File: config.mk
export PLATFORM = sky130hd
export DESIGN_NAME = ussu_top
export DESIGN_NICKNAME = d
export VERILOG_FILES = /design/src/ussu_sync.v /design/src/ussu_fifo.v /design/src/ussu_top.v
export VERILOG_INCLUDE_DIRS = /design/src
export SDC_FILE = /design/constraint.sdc
export NUM_CORES = 1
export LEC_CHECK = 0
export BUFFER_PORTS_ARGS = -buffer_cell sky130_fd_sc_hd__buf_4
export CAP_MARGIN = 20
export CORE_ASPECT_RATIO = 0.8
export CORE_MARGIN = 10
export CORE_UTILIZATION = 40
export CTS_CLUSTER_DIAMETER = 60
export DETAILED_ROUTE_END_ITERATION = 7
export PLACE_DENSITY = 0.65
export SLEW_MARGIN = 20
export SYNTH_ARGS = -nofsm -noshare
export SYNTH_HDL_FRONTEND = slang
export SYNTH_SLANG_ARGS = --single-unit
File: constraint.sdc
create_clock -name i_clk -period 2.8 [get_ports i_clk]
set_input_delay 0.14 -clock i_clk [delete_from_list [all_inputs] [get_ports i_clk]]
set_output_delay 0.14 -clock i_clk [all_outputs]
set_load 0.03 [all_outputs]
File: src/ussu_map.vh
`ifndef USSU_MAP_VH
`define USSU_MAP_VH
// clock source select encodings
`define USSU_CS_NONE     2'h0
`define USSU_CS_TIMER    2'h1
`define USSU_CS_EXT      2'h2
`define USSU_CS_SOFT     2'h3
// wire mode encodings
`define USSU_WM_OFF      2'h0
`define USSU_WM_THREE    2'h1
`define USSU_WM_TWO      2'h2
`define USSU_WM_TWO_HOLD 2'h3
// reset values, counter constants and msb index
`define USSU_DATA_RST    8'h00
`define USSU_CNT_RST     4'h0
`define USSU_CNT_MAX     4'hf
`define USSU_CNT_ONE     4'h1
`define USSU_MSB         7
`endif

File: src/ussu_sync.v
`timescale 1ns/10ps
// two flop synchroniser for a bundle of pin levels
module ussu_sync #(
    parameter WIDTH = 3
) (
    input  wire             i_clk,
    input  wire             i_rst_n,
    input  wire [WIDTH-1:0] i_async,
    output wire [WIDTH-1:0] o_sync
);
    reg [WIDTH-1:0] meta_reg;  // first stage, read only by second stage
    reg [WIDTH-1:0] sync_reg;  // second stage, safe to use

    // both stages clear to zero on reset
    always @(posedge i_clk or negedge i_rst_n) begin
        if (!i_rst_n) begin
            meta_reg <= {WIDTH{1'b0}};
            sync_reg <= {WIDTH{1'b0}};
        end else begin
            meta_reg <= i_async;
            sync_reg <= meta_reg;
        end
    end

    assign o_sync = sync_reg;
endmodule

File: src/ussu_fifo.v
`timescale 1ns/10ps
// small synchronous fifo, valid/ready on both sides
module ussu_fifo #(
    parameter WIDTH = 8,
    parameter DEPTH = 8,
    parameter AW    = 3
) (
    input  wire             i_clk,
    input  wire             i_rst_n,
    input  wire             i_in_valid,
    output wire             o_in_ready,
    input  wire [WIDTH-1:0] i_in_data,
    output wire             o_out_valid,
    input  wire             i_out_ready,
    output wire [WIDTH-1:0] o_out_data
);
    reg [WIDTH-1:0] mem [0:DEPTH-1];  // storage array
    reg [AW-1:0]    wr_ptr_reg;       // write index
    reg [AW-1:0]    rd_ptr_reg;       // read index
    reg [AW:0]      count_reg;        // fill level
    wire            push;
    wire            pop;

    assign o_in_ready  = (count_reg != DEPTH[AW:0]);
    assign o_out_valid = (count_reg != {(AW+1){1'b0}});
    assign push        = i_in_valid & o_in_ready;
    assign pop         = o_out_valid & i_out_ready;
    assign o_out_data  = mem[rd_ptr_reg];

    // storage write, no reset needed on data
    always @(posedge i_clk) begin
        if (push) begin
            mem[wr_ptr_reg] <= i_in_data;
        end
    end

    // pointers wrap at depth, which need not be a power of two
    always @(posedge i_clk or negedge i_rst_n) begin
        if (!i_rst_n) begin
            wr_ptr_reg <= {AW{1'b0}};
            rd_ptr_reg <= {AW{1'b0}};
            count_reg  <= {(AW+1){1'b0}};
        end else begin
            if (push) begin
                wr_ptr_reg <= (wr_ptr_reg == DEPTH[AW-1:0] - 1'b1 ||
                               DEPTH == (1 << AW) &&
                               wr_ptr_reg == {AW{1'b1}}) ?
                              {AW{1'b0}} : wr_ptr_reg + 1'b1;
            end
            if (pop) begin
                rd_ptr_reg <= (rd_ptr_reg == DEPTH[AW-1:0] - 1'b1 ||
                               DEPTH == (1 << AW) &&
                               rd_ptr_reg == {AW{1'b1}}) ?
                              {AW{1'b0}} : rd_ptr_reg + 1'b1;
            end
            if (push && !pop) begin
                count_reg <= count_reg + 1'b1;
            end else if (pop && !push) begin
                count_reg <= count_reg - 1'b1;
            end
        end
    end
endmodule

File: src/ussu_top.v
// Contract
// 8-bit shift register, direct access, unbuffered
// msb drives one of two pins
// output latch changes on opposite edge
// input always sampled from data-in pin
// readable writable 4-bit counter with overflow
// register and counter share one clock
// external clock counts both edges
// sources: pin, timer match, software strobe
// two-wire start condition raises flag
// two-wire hold clock low for waits
// three-wire spi modes 0/1, no select
// master and slave swap bytes in eight
// overflow after eight pulses sets flag
// master toggles clock by port or strobe
// edge select 0: sample rise, update fall
// edge select 1: sample fall, update rise
// load byte, counter zero before transfer
// output bit comes from written byte
// master clock pulse is two toggles
// process byte before next transfer
// overflow wakes the idle processor
// counter wraps fifteen to zero, flag same cycle
`timescale 1ns/10ps
`include "ussu_map.vh"
module ussu_top #(
    parameter DATA_W     = 8,
    parameter CNT_W      = 4,
    parameter FIFO_DEPTH = 8,
    parameter FIFO_AW    = 3
) (
    input  wire              i_clk,
    input  wire              i_rst_n,
    // control bits
    input  wire [1:0]        i_wire_mode,
    input  wire [1:0]        i_clock_source,
    input  wire              i_clock_edge_select_bit,
    input  wire              i_clock_strobe,
    input  wire              i_clock_toggle,
    input  wire              i_timer_match,
    input  wire              i_port_clock_toggle,
    // software access
    input  wire              i_data_wr,
    input  wire [DATA_W-1:0] i_data_wdata,
    output reg  [DATA_W-1:0] o_shift_data_reg,
    input  wire              i_cnt_wr,
    input  wire [CNT_W-1:0]  i_cnt_wdata,
    output reg  [CNT_W-1:0]  o_cnt,
    input  wire              i_ovf_clr,
    output reg               o_ovf_flag,
    input  wire              i_start_clr,
    output reg               o_start_flag,
    output reg               o_wake,
    // received byte stream
    output reg               o_rx_valid,
    input  wire              i_rx_ready,
    output reg  [DATA_W-1:0] o_rx_data,
    // pins
    input  wire              i_serial_data_in,
    input  wire              i_serial_clock_pin,
    output reg               o_serial_clock_pin,
    output reg               o_serial_clock_pin_oe,
    output reg               o_data_out,
    output reg               o_sda_out,
    output reg               o_sda_oe
);
    ////////////////////////////////////////////////////////////////////////
    // pin synchronisers
    ////////////////////////////////////////////////////////////////////////
    wire [1:0] pins_sync;       // {clock pin, data in}
    wire       sclk_s;          // synchronised clock pin
    wire       din_s;           // synchronised data-in
    reg        sclk_d_reg;      // previous clock level for edge finding
    reg        din_d_reg;       // previous data level, two-wire start
    wire       rise;
    wire       fall;

    ussu_sync #(
        .WIDTH (2)
    ) u_sync (
        .i_clk   (i_clk),
        .i_rst_n (i_rst_n),
        .i_async ({i_serial_clock_pin, i_serial_data_in}),
        .o_sync  (pins_sync)
    );

    assign sclk_s = pins_sync[1];
    assign din_s  = pins_sync[0];
    assign rise   = sclk_s & ~sclk_d_reg;
    assign fall   = ~sclk_s & sclk_d_reg;

    ////////////////////////////////////////////////////////////////////////
    // clock source decode
    ////////////////////////////////////////////////////////////////////////
    // sample strobe: the edge at which data-in is shifted in
    function sel_sample;
        input [1:0] src;
        input       es;
        input       r;
        input       f;
        input       tm;
        input       sw;
        begin
            case (src)
                `USSU_CS_EXT:   sel_sample = es ? f : r;
                `USSU_CS_TIMER: sel_sample = tm;
                `USSU_CS_SOFT:  sel_sample = sw;
                default:        sel_sample = 1'b0;
            endcase
        end
    endfunction

    wire ext_sel;     // external pin clocks the unit
    wire do_sample;   // shift in a bit this cycle
    wire do_update;   // opposite edge on the external clock, else the sample strobe; output latch opens
    wire do_count;    // counter advances this cycle

    assign ext_sel   = (i_clock_source == `USSU_CS_EXT);
    assign do_sample = sel_sample(i_clock_source, i_clock_edge_select_bit,
                                  rise, fall, i_timer_match,
                                  i_clock_strobe);
    assign do_update = ext_sel ?
                       (i_clock_edge_select_bit ? rise : fall) :
                       do_sample;
    // external clock counts both edges, internal ones count samples
    assign do_count  = ext_sel ? (rise | fall) : do_sample;

    ////////////////////////////////////////////////////////////////////////
    // shift register, counter, flags
    ////////////////////////////////////////////////////////////////////////
    reg [DATA_W-1:0] shift_next;
    reg [CNT_W-1:0]  cnt_next;
    reg              ovf_hit;
    reg              out_latch_reg;   // transparent output latch image
    reg              hold_reg;        // two-wire wait state hold
    reg              fifo_push_reg;   // push received byte into fifo
    reg [DATA_W-1:0] fifo_byte_reg;
    wire             fifo_in_ready;
    wire             fifo_out_valid;
    wire [DATA_W-1:0] fifo_out_data;
    wire             two_wire;
    wire             start_det;

    assign two_wire  = i_wire_mode[1];
    // start: data falls while clock is high
    assign start_det = two_wire & sclk_s & ~din_s & din_d_reg;

    // next value of shift register and counter
    always @* begin
        shift_next = o_shift_data_reg;
        cnt_next   = o_cnt;
        ovf_hit    = 1'b0;
        if (i_data_wr) begin
            shift_next = i_data_wdata;
        end else if (do_sample) begin
            shift_next = {o_shift_data_reg[DATA_W-2:0], din_s};
        end
        if (i_cnt_wr) begin
            cnt_next = i_cnt_wdata;
        end else if (do_count) begin
            cnt_next = o_cnt + `USSU_CNT_ONE;
            ovf_hit  = (o_cnt == `USSU_CNT_MAX);
        end
    end

    // register state update
    always @(posedge i_clk or negedge i_rst_n) begin
        if (!i_rst_n) begin
            o_shift_data_reg <= `USSU_DATA_RST;
            o_cnt            <= `USSU_CNT_RST;
            o_ovf_flag       <= 1'b0;
            o_start_flag     <= 1'b0;
            o_wake           <= 1'b0;
            sclk_d_reg       <= 1'b0;
            din_d_reg        <= 1'b0;
            out_latch_reg    <= 1'b0;
            hold_reg         <= 1'b0;
            fifo_push_reg    <= 1'b0;
            fifo_byte_reg    <= `USSU_DATA_RST;
        end else begin
            o_shift_data_reg <= shift_next;
            o_cnt            <= cnt_next;
            sclk_d_reg       <= sclk_s;
            din_d_reg        <= din_s;
            // set wins over clear
            if (ovf_hit) begin
                o_ovf_flag <= 1'b1;
            end else if (i_ovf_clr) begin
                o_ovf_flag <= 1'b0;
            end
            if (start_det) begin
                o_start_flag <= 1'b1;
            end else if (i_start_clr) begin
                o_start_flag <= 1'b0;
            end
            // wake pulse for an idle processor
            o_wake <= ovf_hit;
            // latch follows msb only on the update edge or a load
            if (do_update || i_data_wr) begin
                out_latch_reg <= shift_next[`USSU_MSB];
            end
            // hold clock low after start or overflow until flags clear
            if (i_wire_mode == `USSU_WM_TWO_HOLD &&
                (start_det || ovf_hit)) begin
                hold_reg <= 1'b1;
            end else if (!o_start_flag && !o_ovf_flag) begin
                hold_reg <= 1'b0;
            end
            // completed byte copied aside so software may lag up to FIFO_DEPTH bytes
            fifo_push_reg <= ovf_hit & fifo_in_ready;
            if (ovf_hit) begin
                fifo_byte_reg <= shift_next;
            end
        end
    end

    ////////////////////////////////////////////////////////////////////////
    // received byte fifo
    ////////////////////////////////////////////////////////////////////////
    // a full fifo drops the copy; the shift register still holds the byte
    ussu_fifo #(
        .WIDTH (DATA_W),
        .DEPTH (FIFO_DEPTH),
        .AW    (FIFO_AW)
    ) u_fifo (
        .i_clk       (i_clk),
        .i_rst_n     (i_rst_n),
        .i_in_valid  (fifo_push_reg),
        .o_in_ready  (fifo_in_ready),
        .i_in_data   (fifo_byte_reg),
        .o_out_valid (fifo_out_valid),
        .i_out_ready (i_rx_ready & ~o_rx_valid),
        .o_out_data  (fifo_out_data)
    );

    // output stage register for the stream
    always @(posedge i_clk or negedge i_rst_n) begin
        if (!i_rst_n) begin
            o_rx_valid <= 1'b0;
            o_rx_data  <= `USSU_DATA_RST;
        end else if (fifo_out_valid && i_rx_ready && !o_rx_valid) begin
            o_rx_valid <= 1'b1;
            o_rx_data  <= fifo_out_data;
        end else begin
            o_rx_valid <= 1'b0;
        end
    end

    ////////////////////////////////////////////////////////////////////////
    // pin drivers
    ////////////////////////////////////////////////////////////////////////
    // master clock: a lone toggle request flips the pin, two at once cancel; two flips make a pulse
    always @(posedge i_clk or negedge i_rst_n) begin
        if (!i_rst_n) begin
            o_serial_clock_pin    <= 1'b0;
            o_serial_clock_pin_oe <= 1'b0;
            o_data_out            <= 1'b0;
            o_sda_out             <= 1'b0;
            o_sda_oe              <= 1'b0;
        end else begin
            if (hold_reg) begin
                o_serial_clock_pin <= 1'b0;
            end else if (i_clock_toggle ^ i_port_clock_toggle) begin
                o_serial_clock_pin <= ~o_serial_clock_pin;
            end
            o_serial_clock_pin_oe <= hold_reg |
                                     (i_wire_mode == `USSU_WM_THREE);
            // three-wire uses data-out, two-wire the shared data pin
            o_data_out <= (i_wire_mode == `USSU_WM_THREE) ?
                          out_latch_reg : 1'b0;
            o_sda_out  <= 1'b0;
            // open drain: drive low only when the latch holds zero
            o_sda_oe   <= two_wire & ~out_latch_reg;
        end
    end
endmodule

==> results by stage <==
Detailed routing:
- Dividing the detail-routed wire length by the instance count gives 17.17 um.
- The total wirelength of the detailed-routed design is 10.01 mm.
- The number of DRC violations after detailed-routing iteration 0 is 172.
- The first-pass iteration count of the detailed router is 7.
- The routed layout has 2989 vias.
- The post-detailed-route DRC marker count is 0.
- The via density per instance is 5.127.
- The post-route antenna net violation count is 0.

CTS:
- The longest clock path from root to sink contains 2 buffers.
- The tree is rooted in a clkbuf_16.
- Counting every sink on the clock net gives 119.
- Once the clock tree was built, the setup fixing pass inserted 0 buffers.
- The CTS clock-pin slew for the worst setup and hold paths is 0.05 ns.
- The clock reaches the later pin of the worst-skew pair after approximately 0.40 ns.
- TritonCTS created 17 clock buffers.
- The H-tree depth is 4.
- The clock tree from TritonCTS is done.

Yosys:
- Of all flip-flops after synthesis, the portion carrying an async set or reset was 0.4622.
- The post-synthesis net count is 368.
- The most used flip-flop cell after synthesis is edfxtp_1.
- The post-synthesis instance area is 4972 sq um.
- In this run, synthesis produced a sequential element count of 119.
- The count of synthesis-stage warnings from yosys is 0.
- The gate count of the mapped netlist is 327.
- For this run, the register share of the synthesized area comes to 0.6633.
- The number of different library cells in the post-synthesis netlist is 42.
- Counting flops with a built-in enable in the synthesized netlist gives 64.
- Each instance of the synthesized netlist takes up on average 15.21 sq um.

Worst setup path:
- The required arrival time at the worst endpoint is roughly 3.1 ns.
- The setup check on the worst reg-to-reg path leaves a slack of 0.28 ns.
- The type of origin of the critical path is a flip-flop.
- The worst setup path is captured at a flip-flop.
- The cell family contributing the most delay on the critical path is simple AND/OR/NAND/NOR gates.
- The critical-path maximum fanout is 5.
- The standard cell with the maximum stage delay on the critical path is dfrtp_1.
- At the worst endpoint, the arrival time is 2.84 ns.
- In this design, the stage delay of the slowest critical-path cell is 0.45 ns.
- The number of buffers and inverters on the critical path is 2.
- Walking the worst path, the cells encountered are nor3_1 -> nand2_1 -> nand2_1 -> inv_1 -> ha_1 -> inv_1 -> ha_1 -> a21o_1 -> a21oi_1 -> mux2i_1 -> xnor2_1.
- The critical path class is reg2reg.

Global routing:
- Entering global routing, the biggest net connects 56 pins.
- The via count of the first global-routing pass is 3143.
- The first-pass GRT wire length is 16.46 mm.
- The global router's overall resource usage is 0.1233.
- The initial antenna violation count is 0.
- The global route total overflow is 0.

Finish:
- The diode insertion count for antenna repair is 0.
- The register with the most flip-flops in the layout has 64 of them.
- The library cells used most frequently in the layout, excluding fill and tap cells, are buf_4, edfxtp_1, dfrtp_1, mux2i_1.
- Compared with the post-synthesis result, the final layout area differs by 27.98%.
- The register cell area after layout is 3298 sq um.
- More flip-flops sit in one register than any other, and that register is u_fifo.mem.
- With fillers left out, the area of the finished cells amounts to 6364 sq um.
- The multi-input combinational cell area is 1528 sq um.
- The share of final-layout standard cells stronger than drive strength 1 is 0.2923.
- The filler cells instantiated in the layout total 1014.
- Once layout is complete, the cells apart from fillers number 583.
- After the last flow step, the layout net total stands at roughly 460.
- The most common cell after layout, fill and taps aside is buf_4.

Timing:
- The routed design could run at a clock period as short as ~2.5 ns.
- The clock arrives with 0.008003 ns of skew.
- The total count of max-transition violations in the final report is 0.
- For the pin with the worst max-slew slack, the measured transition is ~0.76 ns.
- The worst path meets setup with 0.2793 ns of slack.
- The post-route clock period utilization is 0.9003.
- Setup repair after global routing left no endpoint under its margin.
- The final-report hold violation count was 0.
- After routing, the total negative slack on setup checks comes to 0 ns.
- The worst pin sits at a relative slew slack of 0.4902.
- Derived from the worst setup path, the maximum achievable clock frequency is approximately 400 MHz.
- The number of failing setup endpoints in the final timing report is 0.
- On the final layout, the worst hold slack is 0.02060 ns.

Run:
- The tool flagged a number of max-cap violations equal to 0.

Status:
- The run finished with clean final reports.

Die:
- The total core area is 12160 sq um.
- The die covers 17320 sq um.
- The total number of placement rows is 36.
- The number of top-level pins is just under 60.
- The die width is ~140 um.
- The starting density of the core is 0.4088.
- The chip height is 119.7 um.

Placed design:
- The cell area reported after detailed placement is 5617 sq um.
- The number of placed instances, taps included, is approximately 530.
- OpenSTA, run right after detailed placement, puts the worst setup slack at 0.2713 ns.
- The count of port buffers added during placement is 57.
- The total half-perimeter wirelength after legalization and detailed placement is 6.788 mm.
- At the end of routability-driven placement, the weighted congestion stood at between 0.7 and 0.8.

Power and ir drop:
- Across the VDD grid, the largest voltage drop is 0.4477 mV.
- The leakage power summed over all cells is 2.615 nW.
- In this run the power density over the cells is roughly 900 nW/um^2.

Worst hold path:
- The worst min-delay path category is in2reg.
cell usage after synthesis (3+ instances only):
cell type   n  area [sq um]
nor2b_1     3         18.77
mux2_2     10         112.6
nand3_1     3         15.01
o211ai_1    7         52.55
dfrtp_1    55          1376
mux4_2     16         360.4
edfxtp_1   64          1922
nand2b_1    3         18.77
nand4_1     7         43.79
buf_2       7         35.03
o21ai_0    16         80.08
ha_1       10         125.1
inv_1      18         67.56
xnor2_1     5         43.79
mux2i_1    24         240.2
nor3_1      5         25.02
nor2_1     18         67.56
clkbuf_1    5         18.77
nand2_1    12         45.04
a21oi_1    11         55.05
metrics by stage:
step	power, mW	utilization
finish	5.748	0.5233
global route	6.064	0.5233
CTS	5.820	0.5233
detailed placement	3.681	0.4618
global placement	3.640	0.4618
floorplan	3.237	-
repair_timing:
| item | CTS | global route |
|---|---|---|
| resized for setup | 0 | 0 |
| hold endpoints to repair | 70 | 0 |
| hold buffers | 17 | 0 |
final cells by class:
cell class                 count  area share
sequential                   119      0.5183
clock buffer                  28     0.07963
multi-input combinational    174      0.2401
clock inverter                 4     0.01101
tap                          152     0.02989
inverter                      18     0.01062
timing repair buffer          88      0.1105
worst reg2reg max path, delay by kind of cell (launching register included):
kind,cells,cell delay [ns]
buffers and inverters,2,0.27
xor gates and xnor gates,1,0.13
adders and majority gates,2,0.47
AOI/OAI and AO/OA,2,0.35
muxes,1,0.23
and+or+nand+nor,3,0.52
DFF,1,0.45
cell families (layout without fill, tap and decap cells):
logic type / Yosys count / after routing / share of synthesized area
flip-flops: 119 / 119 / 0.6633
buffers and inverters: 34 / 138 / 0.03044
AO/OA/AOI/OAI: 43 / 43 / 0.05687
adder cells (fa/ha/maj): 11 / 11 / 0.02919
multiplexers: 51 / 51 / 0.1465
AND/OR/NAND/NOR: 62 / 62 / 0.06240
other: 1 / 1 / 0.0007542
XOR/XNOR: 6 / 6 / 0.01057
path summary, 6_finish.rpt:
path                                     startpoint                  end  cells after the start
max in group asynchronous                   i_rst_n  o_shift_data_reg[5]                      2
min in group asynchronous                   i_rst_n           o_rx_valid                      2
worst max-delay path            u_fifo.count_reg[0]  u_fifo.count_reg[3]                     11
worst min-delay path                i_data_wdata[5]  o_shift_data_reg[5]                      3
worst max register to register  u_fifo.count_reg[0]  u_fifo.count_reg[3]                     11
worst min register to register   u_sync.meta_reg[1]     u_sync.o_sync[1]                      0
power by group:
group | total (mW) | switching (mW) | leakage, nW | internal [mW]
registers | 2.35 | 0.268 | 1.26 | 2.09
clock network | 2.10 | 0.696 | 0.283 | 1.40
logic | 1.30 | 0.646 | 1.07 | 0.652
layer usage:
layer,part of all wire,track usage
met2,0.43,0.1704
met1,0.48,0.1672
met3,0.081,0.05558
met4,0.0098,0.04351
met5,0,0
Power figures use the tool's default switching activity.
